### src/logic/css_defines.svh
/*
 Constants of the control-pin setting selector.
 Assumes inclusion by its bare name from the design and the bench.
*/
`ifndef CSS_DEFINES_SVH
`define CSS_DEFINES_SVH

// Register byte addresses
`define CSS_ADDR_SET0      12'h000
`define CSS_ADDR_SETSTEP   12'h004
`define CSS_ADDR_PLLCFG    12'h020
`define CSS_ADDR_GENCFG    12'h024
`define CSS_ADDR_STATUS    12'h028
`define CSS_ADDR_RELOAD    12'h02C

// Setting word fields: [0] freq, [3:1] spread code, [4] out23, [5] out1
`define CSS_SET_FREQ_BIT   0
`define CSS_SET_SPR_LSB    1
`define CSS_SET_OUT23_BIT  4
`define CSS_SET_OUT1_BIT   5

// PLL config fields: [0] down spread, [2:1] stateA, [4:3] stateB
`define CSS_PLL_DOWN_BIT   0
`define CSS_PLL_STA_LSB    1
`define CSS_PLL_STB_LSB    3
// Generic config: [1:0] out1 stateA, [3:2] out1 stateB,
// [4] pins as control, [5] bypass, [10:6] load cap
`define CSS_GEN_Y1A_LSB    0
`define CSS_GEN_Y1B_LSB    2
`define CSS_GEN_PINCTL_BIT 4
`define CSS_GEN_BYP_BIT    5
`define CSS_GEN_CAP_LSB    6

// Nonvolatile factory defaults
`define CSS_DEF_SET0       6'h00
`define CSS_DEF_SET1       6'h30
`define CSS_DEF_SETX       6'h30
`define CSS_DEF_PLLCFG     5'h0C
`define CSS_DEF_GENCFG     11'h00C
`define CSS_CAP_MAX        5'h14

`endif

### src/logic/css_pkg.sv
/*
 Types of the control-pin setting selector.
 Assumes css_defines.svh is on the include path.
*/
package css_pkg;
	// Output state codes
	typedef enum logic [1:0] {
		CSS_OUT_PDOWN = 2'h0,
		CSS_OUT_HIZ   = 2'h1,
		CSS_OUT_LOW   = 2'h2,
		CSS_OUT_ACT   = 2'h3
	} css_out_t;

	typedef struct packed {
		logic       freqSelB;
		logic       spreadDown;
		logic [2:0] spreadCode;
		css_out_t   outState23;
		css_out_t   outState1;
		logic       pllBypass;
		logic       devicePowerDown;
		logic [4:0] loadCap;
	} css_apply_t;

	typedef enum logic [1:0] {
		CSS_WR_IDLE = 2'h1,
		CSS_WR_RESP = 2'h2
	} css_wr_t;
endpackage

### src/logic/css_selector.sv
/*
 Control-pin setting selector: picks one of eight settings from the
 select pins, registers its fields and drives the PLL, spread and
 output-state controls. Registers reached over AXI4-Lite.
 Assumes select pins are asynchronous; analog PLL and serial bus
 logic sit outside and reach the registers through the AXI port.
*/
// Added by the designer: the AXI4-Lite interface to the registers and the placing of the registers.
// What this block does
// - Three select pins choose the control setting
// - Eight stored settings, pin combination picks one
// - Setting holds frequency, spread, output fields
// - Spread applies chosen type and amount
// - Frequency field picks one of two configs
// - Output state sets drive and power down
// - Three-bit spread code passed per PLL
// - Spread type is center or down
// - Spread type and output two/three states in PLL register
// - Settings may drive low, Hi-Z, power down, bypass
// - Load capacitance programmable zero to 20 pF
// - Reset loads factory defaults until reprogrammed
// - Host can write every setting
// - Each state: power down, Hi-Z, low, active
// - Bus-mode pins one and two read as zero
// - Default: pin zero toggles output one off/on, outputs two and three low/Hi-Z
`timescale 1ns/100ps
`default_nettype none
`include "css_defines.svh"

module css_selector (
	// Clock and reset
	input  wire logic             clk_sys,
	input  wire logic             arst_n,
	// Select pins
	input  wire logic             selectPinZero,
	input  wire logic             selectPinOne,
	input  wire logic             selectPinTwo,
	// AXI4-Lite slave
	input  wire logic [11:0]      s_axi_awaddr,
	input  wire logic             s_axi_awvalid,
	output var  logic             s_axi_awready,
	input  wire logic [31:0]      s_axi_wdata,
	input  wire logic [3:0]       s_axi_wstrb,
	input  wire logic             s_axi_wvalid,
	output var  logic             s_axi_wready,
	output var  logic [1:0]       s_axi_bresp,
	output var  logic             s_axi_bvalid,
	input  wire logic             s_axi_bready,
	input  wire logic [11:0]      s_axi_araddr,
	input  wire logic             s_axi_arvalid,
	output var  logic             s_axi_arready,
	output var  logic [31:0]      s_axi_rdata,
	output var  logic [1:0]       s_axi_rresp,
	output var  logic             s_axi_rvalid,
	input  wire logic             s_axi_rready,
	// Applied controls
	output var  css_pkg::css_apply_t applied,
	output var  logic [2:0]       settingIndex
);
	import css_pkg::*;

	////////////////////////////////////////////////////////////////////
	typedef struct packed {
		logic [2:0]      syncA;
		logic [2:0]      syncB;
		logic [7:0][5:0] setWord;
		logic [4:0]      pllCfg;
		logic [10:0]     genCfg;
		logic [2:0]      index;
		css_apply_t      apply;
		logic            awHeld;
		logic [11:0]     awAddr;
		logic            wHeld;
		logic [31:0]     wData;
		logic [3:0]      wStrb;
		css_wr_t         wrState;
		logic            bValid;
		logic [1:0]      bResp;
		logic            rValid;
		logic [31:0]     rData;
		logic [1:0]      rResp;
	} css_state_t;

	css_state_t st;
	css_state_t next_st;
	logic [7:0][5:0] defaultSet;
	logic [2:0] pinIndex;
	logic [5:0] chosen;
	logic [31:0] wMerged;
	logic [31:0] rWord;
	logic rHit;

	////////////////////////////////////////////////////////////////////
	// Factory settings: only pin zero matters by default
	genvar gi;
	generate
		for (gi = 0; gi < 8; gi++) begin : gDef
			if (gi == 0) begin : gZero
				assign defaultSet[gi] = `CSS_DEF_SET0;
			end else if (gi == 1) begin : gOne
				assign defaultSet[gi] = `CSS_DEF_SET1;
			end else begin : gRest
				assign defaultSet[gi] = `CSS_DEF_SETX;
			end
		end
	endgenerate

	// Pins in bus mode are forced to zero so bus traffic cannot
	// flip the setting
	always_comb begin
		pinIndex[0] = st.syncB[0];
		pinIndex[1] = st.syncB[1] & st.genCfg[`CSS_GEN_PINCTL_BIT];
		pinIndex[2] = st.syncB[2] & st.genCfg[`CSS_GEN_PINCTL_BIT];
	end

	assign chosen = st.setWord[st.index];

	// Byte-lane merge onto the addressed register
	always_comb begin
		rWord = 32'h0000_0000;
		rHit = 1'b1;
		case (st.awAddr)
			`CSS_ADDR_PLLCFG: rWord = {27'h0, st.pllCfg};
			`CSS_ADDR_GENCFG: rWord = {21'h0, st.genCfg};
			default:
				if (st.awAddr < `CSS_ADDR_PLLCFG && st.awAddr[1:0] == 2'h0)
					rWord = {26'h0, st.setWord[st.awAddr[4:2]]};
				else
					rHit = 1'b0;
		endcase
		for (int b = 0; b < 4; b++) begin
			wMerged[b*8 +: 8] = st.wStrb[b] ? st.wData[b*8 +: 8]
				: rWord[b*8 +: 8];
		end
	end

	////////////////////////////////////////////////////////////////////
	always_comb begin
		next_st = st;
		// Two-stage synchroniser; only stage B is read
		next_st.syncA = {selectPinTwo, selectPinOne, selectPinZero};
		next_st.syncB = st.syncA;
		next_st.index = pinIndex;
		// All fields change on one edge, never piecemeal
		next_st.apply.freqSelB = chosen[`CSS_SET_FREQ_BIT];
		next_st.apply.spreadCode =
			chosen[`CSS_SET_SPR_LSB +: 3];
		next_st.apply.spreadDown = st.pllCfg[`CSS_PLL_DOWN_BIT];
		next_st.apply.outState23 = css_out_t'(chosen[`CSS_SET_OUT23_BIT]
			? st.pllCfg[`CSS_PLL_STB_LSB +: 2]
			: st.pllCfg[`CSS_PLL_STA_LSB +: 2]);
		next_st.apply.outState1 = css_out_t'(chosen[`CSS_SET_OUT1_BIT]
			? st.genCfg[`CSS_GEN_Y1B_LSB +: 2]
			: st.genCfg[`CSS_GEN_Y1A_LSB +: 2]);
		next_st.apply.pllBypass = st.genCfg[`CSS_GEN_BYP_BIT];
		// Whole device down only when every output is powered down
		next_st.apply.devicePowerDown =
			(next_st.apply.outState1 == CSS_OUT_PDOWN) &&
			(next_st.apply.outState23 == CSS_OUT_PDOWN);
		next_st.apply.loadCap = st.genCfg[`CSS_GEN_CAP_LSB +: 5];

		// Write path: address and data accepted in either order
		if (s_axi_awvalid && !st.awHeld) begin
			next_st.awHeld = 1'b1;
			next_st.awAddr = s_axi_awaddr;
		end
		if (s_axi_wvalid && !st.wHeld) begin
			next_st.wHeld = 1'b1;
			next_st.wData = s_axi_wdata;
			next_st.wStrb = s_axi_wstrb;
		end
		case (st.wrState)
			CSS_WR_IDLE:
				if (st.awHeld && st.wHeld) begin
					next_st.bResp = 2'h0;
					if (st.awAddr == `CSS_ADDR_PLLCFG) begin
						next_st.pllCfg = wMerged[4:0];
					end else if (st.awAddr == `CSS_ADDR_GENCFG) begin
						next_st.genCfg = wMerged[10:0];
						// Clamp keeps load within 0..20 pF
						if (wMerged[10:6] > `CSS_CAP_MAX)
							next_st.genCfg[10:6] = `CSS_CAP_MAX;
					end else if (st.awAddr == `CSS_ADDR_RELOAD) begin
						if (wMerged[0]) begin
							next_st.setWord = defaultSet;
							next_st.pllCfg = `CSS_DEF_PLLCFG;
							next_st.genCfg = `CSS_DEF_GENCFG;
						end
					end else if (rHit) begin
						next_st.setWord[st.awAddr[4:2]] = wMerged[5:0];
					end else begin
						next_st.bResp = 2'h2;
					end
					next_st.awHeld = 1'b0;
					next_st.wHeld = 1'b0;
					next_st.bValid = 1'b1;
					next_st.wrState = CSS_WR_RESP;
				end
			CSS_WR_RESP:
				if (s_axi_bready) begin
					next_st.bValid = 1'b0;
					next_st.wrState = CSS_WR_IDLE;
				end
			default: next_st.wrState = CSS_WR_IDLE;
		endcase

		// Read path: one read at a time, answer next cycle
		if (st.rValid) begin
			if (s_axi_rready)
				next_st.rValid = 1'b0;
		end else if (s_axi_arvalid) begin
			next_st.rValid = 1'b1;
			next_st.rResp = 2'h0;
			next_st.rData = 32'h0000_0000;
			case (s_axi_araddr)
				`CSS_ADDR_PLLCFG: next_st.rData = {27'h0, st.pllCfg};
				`CSS_ADDR_GENCFG: next_st.rData = {21'h0, st.genCfg};
				`CSS_ADDR_STATUS:
					next_st.rData = {20'h0, st.index, st.apply.outState1,
						st.apply.outState23, st.apply.spreadCode,
						st.apply.spreadDown, st.apply.freqSelB};
				`CSS_ADDR_RELOAD: next_st.rData = 32'h0000_0000;
				default:
					if (s_axi_araddr < `CSS_ADDR_PLLCFG
							&& s_axi_araddr[1:0] == 2'h0)
						next_st.rData = {26'h0,
							st.setWord[s_axi_araddr[4:2]]};
					else
						next_st.rResp = 2'h2;
			endcase
		end
	end

	////////////////////////////////////////////////////////////////////
	// Reset takes the factory image held in nonvolatile cells
	always_ff @(posedge clk_sys or negedge arst_n) begin
		if (!arst_n) begin
			st <= '0;
			st.setWord <= {{6{`CSS_DEF_SETX}}, `CSS_DEF_SET1,
				`CSS_DEF_SET0};
			st.pllCfg <= `CSS_DEF_PLLCFG;
			st.genCfg <= `CSS_DEF_GENCFG;
			st.wrState <= CSS_WR_IDLE;
			st.apply.outState23 <= CSS_OUT_HIZ;
			st.apply.outState1 <= CSS_OUT_HIZ;
		end else begin
			st <= next_st;
		end
	end

	assign s_axi_awready = !st.awHeld;
	assign s_axi_wready = !st.wHeld;
	assign s_axi_bvalid = st.bValid;
	assign s_axi_bresp = st.bResp;
	assign s_axi_arready = !st.rValid;
	assign s_axi_rvalid = st.rValid;
	assign s_axi_rdata = st.rData;
	assign s_axi_rresp = st.rResp;
	assign applied = st.apply;
	assign settingIndex = st.index;
endmodule

`default_nettype wire

### config.mk
export PLATFORM = sky130hd
export DESIGN_NAME = css_selector
export DESIGN_NICKNAME = d
export VERILOG_FILES = /design/src/logic/css_pkg.sv /design/src/logic/css_selector.sv
export VERILOG_INCLUDE_DIRS = /design/src /design/src/logic
export SDC_FILE = /design/constraint.sdc
export NUM_CORES = 1
export LEC_CHECK = 0
export BUFFER_PORTS_ARGS = -buffer_cell sky130_fd_sc_hd__buf_4
export CORE_ASPECT_RATIO = 1.4
export CORE_MARGIN = 5
export CORE_UTILIZATION = 35
export DETAILED_ROUTE_END_ITERATION = 7
export PLACE_DENSITY = 0.5
export SETUP_SLACK_MARGIN = 0.2
export SYNTH_ARGS = -nofsm -noshare
export SYNTH_HDL_FRONTEND = slang
export SYNTH_SLANG_ARGS = --single-unit
### constraint.sdc
create_clock -name clk_sys -period 3.25 [get_ports clk_sys]
set_clock_uncertainty 0.05 [all_clocks]
set_input_delay 0.65 -clock clk_sys [delete_from_list [all_inputs] [get_ports clk_sys]]
set_output_delay 0.65 -clock clk_sys [all_outputs]
set_load 0.02 [all_outputs]
==> results.cfg, run 1 <==
[cells_and_area]
stdcell_count = 966
area_delta_synth_final_pct = 17.9
drive_above_1_share_pct = 37.5
nNetsFinal = 767
final_core_util_pct = 41.8
n_antenna_cell = 0

[logic_synthesis]
synth_edf_count = 0
synth_cell_type_count = 61
synthFlopType = dfrtp_1
syn_area_per_cell_um2 = 11.5
syn-cell-area_um2 = 7260
async_reset_ff_share_pct = 100
postSynthRegisterBits = 134
seq_area_frac_synth_pct = 46.6
synthCells = 632
ys_warn_count = 0

[sta]
slew_viol_final = 0
setup_viol = 0
tns_ns = 0
tightest_slew_ns = 0.755
finalWorstSetupSlack_ns = 0.488
grt_setup_unrepaired = no
relSlewSlack_pct = 49.5
fmax_ghz = 0.362
hold_violations = 0
hold_ws_ns = 0.0891
period_share_pct = 85.0
finalCriticalPeriod_ns = 2.76

[die]
start_util_pct = 35.4
die_y_um = 180
core-area_um2 = 20500
ios = 130
rows = 62
die_area_um2 = 23800
dieWidth_um = 132

[worst_setup_path]
slowest_delay_ns = 0.56
slowest_stage = nor4_4
reg2regPathDepth = 7
start_kind = flip-flop
cp_max_fo = 16
path_class = flip-flop to flip-flop
r2r-end = st[135]
path_buf_inv = 1
end_kind = flip-flop
crit_arrival_ns = 3.06
cp_cell_sequence = nor4_4, nand2_2, o41a_2, a2111oi_4, buf_4, nor3_1, a21oi_1
required_ns = 3.55
critPathTopFamily = compound AO/OA/AOI/OAI gates
regToRegSetupSlack_ns = 0.49
r2r_start = st[78]

[route]
dr_wl_met2_um = 10600
maxUsedRoutingLayer = met4
postRouteAntennaNets = 0
drt-met1-wl_um = 7640
routed-wl-met3_um = 1130
drt_iter0_drc = 340
drtPass1Iterations = 4
vias_per_cell = 5.44
wire_per_inst_um = 20.7
wl_um = 20000
vias = 5251
drc = 0

[grt]
grt_pass1_wl_um = 31600
grt_usage_pct = 17.0
grt_start_max_net_pins = 94
grt_pass1_vias = 5511
antenna_found_initial = 0
grt_overflow = 0

[pwr]
vdd.ir_drop.worst_v = 0.000376
p_int_mw = 3.74
switchingPower_mw = 1.82
power.density_nw_per_um2 = 650
leakagePower_nw = 3.58
p_clk_share_pct = 35.6
p_seq_share_pct = 40.1
p_sw_share_pct = 32.8
pwr-share-comb_pct = 24.4

[placement]
dp_hpwl_um = 14400
gp_congestion = 0.815
dp_cells = 934
numPortBuffers = 84
place_ws_ns = 0.410

[cts]
cts_tree = done
clockBufferDepth = 2
clk_latency_ns = 0.42
htree_levels = 4
cts.sinks = 134
clockRootBuffer = clkbuf_16
cts_buffers = 17
post_cts_buffers = 0
ctsHoldBuffers = 0
cts.reportedPaths.clkPinSlew_ns = 0.06

[outcome]
status = complete, no violations

[min_path]
worst_hold_path_type = primary input to async pin

[job]
maxCapViolations = 0
==> synthesized netlist by cell type (all sizes together), types with 3 or more instances <==
master | instances | area share, %
dfrtp | 113 | 39
o21ai | 68 | 5.1
buf | 67 | 6.9
nand2 | 65 | 3.4
mux4 | 36 | 11
mux2 | 33 | 5.1
clkbuf | 26 | 1.9
nand3 | 26 | 1.8
mux2i | 24 | 3.3
dfstp | 21 | 7.6
a21oi | 17 | 1.2
nor2 | 17 | 0.88
nor3 | 16 | 1.2
a22oi | 15 | 1.6
o31ai | 12 | 1.2
inv | 10 | 0.52
nor4 | 6 | 0.93
nand4 | 5 | 0.43
nor2b | 5 | 0.43
o41ai | 4 | 0.59
a221oi | 3 | 0.45
and2 | 3 | 0.26
nand2b | 3 | 0.26
nand4b | 3 | 0.36
==> worst reg2reg max path: stages, from the launching register on <==
cell       delay (ns)
dfrtp_1          0.41
nor4_4           0.56
nand2_2          0.26
o41a_2           0.55
a2111oi_4        0.35
buf_4            0.30
nor3_1           0.09
a21oi_1          0.12
==> power by group through the flow <==
stage	combinational (mW)	clock (mW)	sequential (mW)
floorplan	1.05	0	2.08
global placement	1.33	0	2.24
detailed placement	1.36	0	2.25
CTS	1.36	2.02	2.23
global route	1.47	2.10	2.26
finish	1.35	1.98	2.23
==> layout make-up <==
class | count | area, um^2
clock buffers | 19 | 443
repair buffers | 118 | 902
flip-flops and latches | 134 | 3380
clock inverters | 13 | 173
multi-input cells | 415 | 3290
well taps | 256 | 320
inverters | 11 | 41.3
fillers | 1981 | 11900
==> cell usage in the layout, fill, tap and decap left out, types with 4 or more instances in the layout <==
master	count
a21oi_1	17
a22oi_1	15
buf_4	116
clkbuf_16	17
clkinv_4	6
conb_1	22
dfrtp_1	113
dfstp_2	21
inv_1	9
mux2_2	33
mux2i_1	24
mux4_2	35
nand2_1	64
nand3_1	26
nand4_1	5
nor2_1	17
nor2b_1	5
nor3_1	14
nor4_1	4
o21ai_0	60
o21ai_2	8
o31ai_1	12
==> per-layer routing <==
layer / GRT usage, % / up-vias
met5: 0 / -
met4: 7.12 / 0
met3: 3.83 / 30
met2: 29.5 / 185
met1: 20.3 / 2636
li1: - / 2400
==> registers in the layout (all words and copies together), names as in the netlist <==
signal	count
applied	16
s_axi_bvalid	1
s_axi_rresp	1
settingIndex	3
s_axi_bresp	1
s_axi_rvalid	1
s_axi_rdata	12
next_st	11
st	88
==> how the worst max path moves through the flow <==
stage | from | endpoint | slack [ns] | depth (start not counted)
2_1_floorplan | st[86] | st[142] | 0.82 | 7
3_3_place_gp | st[78] | next_st[90] | 0.47 | 6
3_5_place_dp | st[78] | next_st[90] | 0.41 | 6
4_1_cts | st[78] | next_st[90] | 0.38 | 6
5_1_grt | st[79] | st[161] | 0.25 | 7
6_report | st[78] | st[135] | 0.49 | 7
==> repair_timing <==
action                                 CTS  global route
resized for setup                        0             2
setup endpoints to repair                0             4
endpoints found under the hold margin    0             0
==> logic make-up (layout without fill, tap and decap cells) <==
logic type / Yosys count / count (layout) / share of synthesized area, %
multiplexers: 93 / 93 / 19.7
flip-flops: 134 / 134 / 46.6
other: 1 / 22 / 0.0517
AO/OA/AOI/OAI: 141 / 141 / 13.3
AND/OR/NAND/NOR: 159 / 159 / 11.1
buffers and inverters: 104 / 161 / 9.34
==> per-stage QoR <==
step | power [mW] | area, um^2
final | 5.56 | 8550
after global routing | 5.84 | 8550
after CTS | 5.61 | 8540
after detailed placement | 3.61 | 7920
after global placement | 3.57 | 7920
after floorplan | 3.12 | 7340
Power figures use the tool's default switching activity.
==> run 2, diff against run 1 <==
--- a/config.mk
+++ b/config.mk
@@ -6,12 +6,13 @@
 export SDC_FILE = /design/constraint.sdc
 export NUM_CORES = 1
 export LEC_CHECK = 0
+export ABC_AREA = 1
 export BUFFER_PORTS_ARGS = -buffer_cell sky130_fd_sc_hd__buf_4
 export CORE_ASPECT_RATIO = 1.4
 export CORE_MARGIN = 5
 export CORE_UTILIZATION = 35
 export DETAILED_ROUTE_END_ITERATION = 7
-export PLACE_DENSITY = 0.5
+export PLACE_DENSITY = 0.52
 export SETUP_SLACK_MARGIN = 0.2
 export SYNTH_ARGS = -nofsm -noshare
 export SYNTH_HDL_FRONTEND = slang
==> constraint.sdc (replaced) <==
create_clock -name clk_sys -period 2.51 [get_ports clk_sys]
set_clock_uncertainty 0.05 [all_clocks]
set_input_delay 0.502 -clock clk_sys [delete_from_list [all_inputs] [get_ports clk_sys]]
set_output_delay 0.502 -clock clk_sys [all_outputs]
set_load 0.02 [all_outputs]
==> run 2 against run 1 <==
Combinational power rose by 110%. Critical path depth rose by 6. Flip-flop and latch count unchanged. Global-route usage is 3.1 points higher. Clock-buffer cell count up 1. Die area is 3.8% higher. Sequential share of layout area fell by 3.4 points. Maximum frequency grew 27%. Synthesized cell count up 54%. Power is 47% higher. Highest routed layer unchanged.
==> results.cfg, run 2 <==
[outcome]
status = complete, no violations

[worst_setup_path]
cp-endpoint = st[134]
path_buf_inv = 4
r2r_start = st[80]
worstSetupStartpoint = st[80]
slowest_stage = dfrtp_2
reg2regPathDepth = 13
crit_arrival_ns = 2.44
critPathTopFamily = simple AND/OR/NAND/NOR gates
start_kind = flip-flop
regToRegSetupSlack_ns = 0.33
cp_cell_sequence = clkinv_4, nand2_4, nor2_4, nand2_4, nand2_4, inv_4, nand3b_2, nand3_2, inv_4, buf_12, nand2_1, nand2_1, nand2_1
required_ns = 2.77
cp_max_fo = 12
slowest_delay_ns = 0.50
r2r-end = st[134]
end_kind = flip-flop
path_class = flip-flop to flip-flop
cp.depth = 13

[logic_synthesis]
syn_area_per_cell_um2 = 7.75
synth_cell_type_count = 43
syn-cell-area_um2 = 7550
netlist.area_leader.share_pct = 37.4
synthFlopType = dfrtp_1
async_reset_ff_share_pct = 100
synthTopCellsByCount = 242 x nand2_1, 113 x dfrtp_1, 103 x inv_1, 81 x nor2_1, 71 x o21ai_0
synthCells = 974
synth_most_common_cell = nand2_1
postSynthRegisterBits = 134
seq_area_frac_synth_pct = 44.8
ys_warn_count = 0
synth_edf_count = 0
synth.area.top_cells = dfrtp_1 37%, nand2_1 12%, dfstp_2 7.3%
synth.largest_area_cell = dfrtp_1

[cells_and_area]
area_delta_synth_final_pct = 24.1
final_cell_mix = 239 x nand2_1, 144 x buf_4, 111 x dfrtp_1
nNetsFinal = 1155
stdcell_count = 1357
largest_reg_flops = 88
regMostFlops = st
layout_commonest_cell = nand2_1
fillers = 2162
n_antenna_cell = 0
drive_above_1_share_pct = 24.7

[grt]
grt_pass1_vias = 6839
antenna_found_initial = 0
grt_usage_pct = 20.1
grt_pass1_wl_um = 37900
grt_start_max_net_pins = 54
grt_overflow = 0

[die]
core-area_um2 = 21200
rows = 63
die_y_um = 184
ios = 130
die_area_um2 = 24700
start_util_pct = 35.6
dieWidth_um = 134

[cts]
htree_levels = 4
cts_tree = done
cts.sinks = 134
cts.reportedPaths.clkPinSlew_ns = 0.06
cts_buffers = 17
clockRootBuffer = clkbuf_16
clockBufferDepth = 2
clk_latency_ns = 0.43

[sta]
tightest_slew_ns = 0.639
period_share_pct = 86.9
finalCriticalPeriod_ns = 2.18
fmax_ghz = 0.459
grt_setup_unrepaired = no
tns_ns = 0
setup_viol = 0
relSlewSlack_pct = 57.3
hold_violations = 0
slew_viol_final = 0

[pwr]
vdd.ir_drop.worst_v = 0.000482
leakagePower_nw = 4.68
power.density_nw_per_um2 = 873

[route]
drt_iter0_drc = 481
vias = 6857
wire_per_inst_um = 17.8
vias_per_cell = 5.05
postRouteAntennaNets = 0
drc = 0
wl_um = 24200
drtPass1Iterations = 5

[job]
maxCapViolations = 0

[min_path]
worst_hold_path_type = primary input to flip-flop
whs_path_depth = 1

[placement]
gp_congestion = 0.942
numPortBuffers = 84
dp_hpwl_um = 18400
dp_cells = 1320
-- run 2: cell count changes after synthesis, moves of 22 or more --
cell / change
a21oi_1: +37
o22ai_1: +23
nor2_1: +64
mux4_2: -35
inv_1: +94
nand3_1: +30
nand2_1: +178
mux2i_1: -24
mux2_2: -22
-- run 2: kinds of logic (layout without fill, tap and decap cells) --
logic type      count (synthesis)  after routing  synth area share (%)
mux                            11             11                  1.64
flops                         134            134                  44.8
buf+inv                       200            302                  13.4
compound gates                190            190                  14.1
simple gates                  438            438                  26.0
other cells                     1             22                0.0497
-- run 2: worst register-to-register path, stage by stage (launching register included) --
cell and delay (ns):
dfrtp_2 0.50, clkinv_4 0.14, nand2_4 0.10, nor2_4 0.18, nand2_4 0.08, nand2_4 0.11
inv_4 0.07, nand3b_2 0.08, nand3_2 0.10, inv_4 0.15, buf_12 0.15, nand2_1 0.19
nand2_1 0.12, nand2_1 0.05
-- run 2: timing repair --
| item | in CTS | in global routing |
|---|---|---|
| pin swaps | 0 | 1 |
| hold buffers | 1 | 0 |
| gates resized for setup | 2 | 17 |
| setup endpoints to repair | 13 | 52 |
| endpoints found under the hold margin | 33 | 0 |
| gates cloned | 0 | 0 |
| buffers inserted | 0 | 5 |
-- run 2: worst min-delay path by stage --
stage,end,startpoint,slack (ns)
detailed placement,settingIndex[0],next_st[106],0.29
global placement,st[174],next_st[174],0.28
finish,next_st[175],selectPinTwo,0.12
global route,next_st[175],selectPinTwo,0.10
CTS,next_st[175],selectPinTwo,0.10
floorplan,applied[0],arst_n,0.16
-- run 2: layout make-up --
cell class	instances	area (um^2)	share of cell area, %
inverter	116	450	4.81
multi-input combinational	661	3300	35.2
sequential	134	3380	36.1
tap	260	325	3.47
clock buffer	20	447	4.77
timing repair buffer	155	1270	13.6
clock inverter	11	198	2.11
-- run 2: stage by stage --
step           hold WS [ns]  setup slack, ns  utilization, %  power, mW  area, um^2
2_1_floorplan         0.156            0.676               -       4.14        7630
3_3_place_gp          0.283            0.193            40.6       5.31        8610
3_5_place_dp          0.286            0.148            40.6       5.33        8610
4_1_cts               0.104            0.205            43.7       8.13        9270
5_1_grt               0.105            0.202            44.2       8.63        9370
6_report              0.123            0.330            44.2       8.18        9370
-- run 2: power by group --
group / internal, mW / switching (mW) / total, mW / leakage, nW
combinational: 1.07 / 1.72 / 2.80 / 2.69
clock: 1.79 / 0.978 / 2.77 / 0.311
sequential: 2.43 / 0.184 / 2.62 / 1.68
total: 5.30 / 2.89 / 8.18 / 4.68
-- run 2: metal layers --
metal | vias up | wire, um | GRT usage [%]
li1 | 3346 | - | -
met1 | 3165 | 9860 | 24.4
met2 | 271 | 11600 | 33.9
met3 | 75 | 1550 | 4.33
met4 | 0 | 1180 | 10.2
met5 | - | 0 | 0
==> run 3, diff against run 2 <==
--- a/config.mk
+++ b/config.mk
@@ -8,11 +8,13 @@
 export LEC_CHECK = 0
 export ABC_AREA = 1
 export BUFFER_PORTS_ARGS = -buffer_cell sky130_fd_sc_hd__buf_4
+export CELL_PAD_IN_SITES_DETAIL_PLACEMENT = 0
+export CELL_PAD_IN_SITES_GLOBAL_PLACEMENT = 1
 export CORE_ASPECT_RATIO = 1.4
 export CORE_MARGIN = 5
 export CORE_UTILIZATION = 35
 export DETAILED_ROUTE_END_ITERATION = 7
-export PLACE_DENSITY = 0.52
+export PLACE_DENSITY = 0.68
 export SETUP_SLACK_MARGIN = 0.2
 export SYNTH_ARGS = -nofsm -noshare
 export SYNTH_HDL_FRONTEND = slang
==> run 3 against run 2 <==
Global-route usage grew 0.25 points. Combinational power is essentially flat. Wire length is 2.1% higher. Critical path depth down 1. Setup slack gained 0.012 ns. First-iteration DRC count decreased by 12%. Design area rose by 0.41%.
==> results.cfg, run 3 (synthesized netlist as in run 2, its figures left out) <==
[outcome]
status = complete, no violations

[die]
start_util_pct = 35.6
ios = 130
core-area_um2 = 21200
dieWidth_um = 134
die_area_um2 = 24700
rows = 63
die_y_um = 184

[sta]
fmax_ghz = 0.461
grt_setup_unrepaired = yes
tns_ns = 0
slew_viol_final = 0
period_share_pct = 86.4
relSlewSlack_pct = 60.2
tightest_slew_ns = 0.598
hold_violations = 0
finalCriticalPeriod_ns = 2.17
setup_viol = 0

[cells_and_area]
multiInputGateArea_um2 = 3310
final_cell_mix = 236 x nand2_1, 149 x buf_4, 112 x dfrtp_1
stdcell_count = 1362
layout_commonest_cell = nand2_1
n_antenna_cell = 0
regMostFlops = st
area_delta_synth_final_pct = 24.7
largest_reg_flops = 88
nNetsFinal = 1159
drive_above_1_share_pct = 25.4
design_area_um2 = 9410
seq_area_um2 = 3380
fillers = 2205

[pwr]
power_mw = 8.13
leakagePower_nw = 4.71
vdd.ir_drop.worst_v = 0.000553
p_int_mw = 5.13
p_sw_share_pct = 36.9
power.density_nw_per_um2 = 864
switchingPower_mw = 3.00
p_seq_share_pct = 31.8
pwr-share-comb_pct = 34.1
p_clk_share_pct = 34.0

[route]
wire_per_inst_um = 18.1
drc = 0
postRouteAntennaNets = 0
drt_iter0_drc = 421
wl_um = 24700
vias_per_cell = 4.97
drtPass1Iterations = 5
vias = 6765

[placement]
placed_area_um2 = 8650
gp_congestion = 0.930
numPortBuffers = 84
dp_cells = 1327
dp_hpwl_um = 19000

[cts]
cts.sinks = 134
cts.reportedPaths.clkPinSlew_ns = 0.07
htree_levels = 4
clk_latency_ns = 0.43
cts_tree = done
clockBufferDepth = 2
cts_buffers = 17
clockRootBuffer = clkbuf_16

[grt]
grt_pass1_wl_um = 38500
grt_usage_pct = 20.4
grt_pass1_vias = 6704
grt_overflow = 0
antenna_found_initial = 0
grt_start_max_net_pins = 57

[worst_setup_path]
slowest_stage = dfrtp_2
slowest_delay_ns = 0.44
cp_max_fo = 16
path_class = flip-flop to flip-flop
start_kind = flip-flop
required_ns = 2.83
cpMostUsedCell = buf_12
cp_cell_sequence = buf_12, nand2_2, buf_12, o21ai_0, o21ai_0, nand3_1, nand2_1, nand3_1, nand2_2, buf_12, nand4_1, nand2_1
crit_arrival_ns = 2.48
end_kind = flip-flop

[min_path]
worst_hold_path_type = primary input to flip-flop

[job]
maxCapViolations = 0
run 3: cell types whose count changed in the layout (fill, tap and decap cells not counted), moves of 3 or more:
cell,delta
nand3_2,-3
inv_8,+4
buf_4,+5
clkinv_8,+3
inv_6,+3
nand2_1,-3
run 3: worst paths after layout:
check                                    end  slack, ns          from  cells after the start
worst max-delay path                 st[162]       0.34        st[79]                     12
worst min-delay path            next_st[174]       0.13  selectPinOne                      1
worst max register to register       st[162]       0.34        st[79]                     12
worst min register to register  next_st[106]       0.30  next_st[173]                      0
max in group asynchronous            st[123]       1.08        arst_n                      3
min in group asynchronous            st[125]       0.54        arst_n                      2
run 3: worst max-delay path, delay by kind of cell (launching register included):
family / cells / cell delay, ns
AO/OA/AOI/OAI: 2 / 0.33
buffers and inverters: 3 / 0.43
flip-flops: 1 / 0.44
AND/OR/NAND/NOR: 7 / 0.86
run 3: layer usage:
layer	GRT usage, %	part of all wire (%)	vias to the layer above
met5	0	0	-
met4	8.56	3.7	0
met3	3.20	5.4	48
met2	34.3	49	226
met1	26.2	42	3131
li1	-	-	3360
run 3: stage by stage:
step,hold WS [ns],setup slack [ns],utilization [%]
floorplan,0.156,0.676,-
global placement,0.283,0.240,40.8
detailed placement,0.286,0.241,40.8
CTS,0.114,0.229,43.9
global route,0.115,0.187,44.4
finish,0.128,0.342,44.4
run 3: what timing repair did:
| item | CTS | global route |
|---|---|---|
| setup endpoints to repair | 0 | 52 |
| hold buffers | 1 | 0 |
| gates resized for setup | 0 | 22 |
| hold endpoints to repair | 1 | 0 |
| setup buffers | 0 | 2 |
run 3: area by class of cell:
cell class	instances	share of cell area, %
Sequential cell	134	35.9
Multi-Input combinational cell	661	35.2
Timing Repair Buffer	159	13.7
Inverter	116	4.76
Clock buffer	17	4.52
Tap cell	260	3.46
Clock inverter	15	2.42
run 3: power by group through the flow:
stage	logic (mW)	clock network, mW	registers, mW
floorplan	1.56	0	2.58
global placement	2.71	0	2.62
detailed placement	2.72	0	2.63
CTS	2.74	2.81	2.59
global route	3.06	2.89	2.63
finish	2.77	2.77	2.59
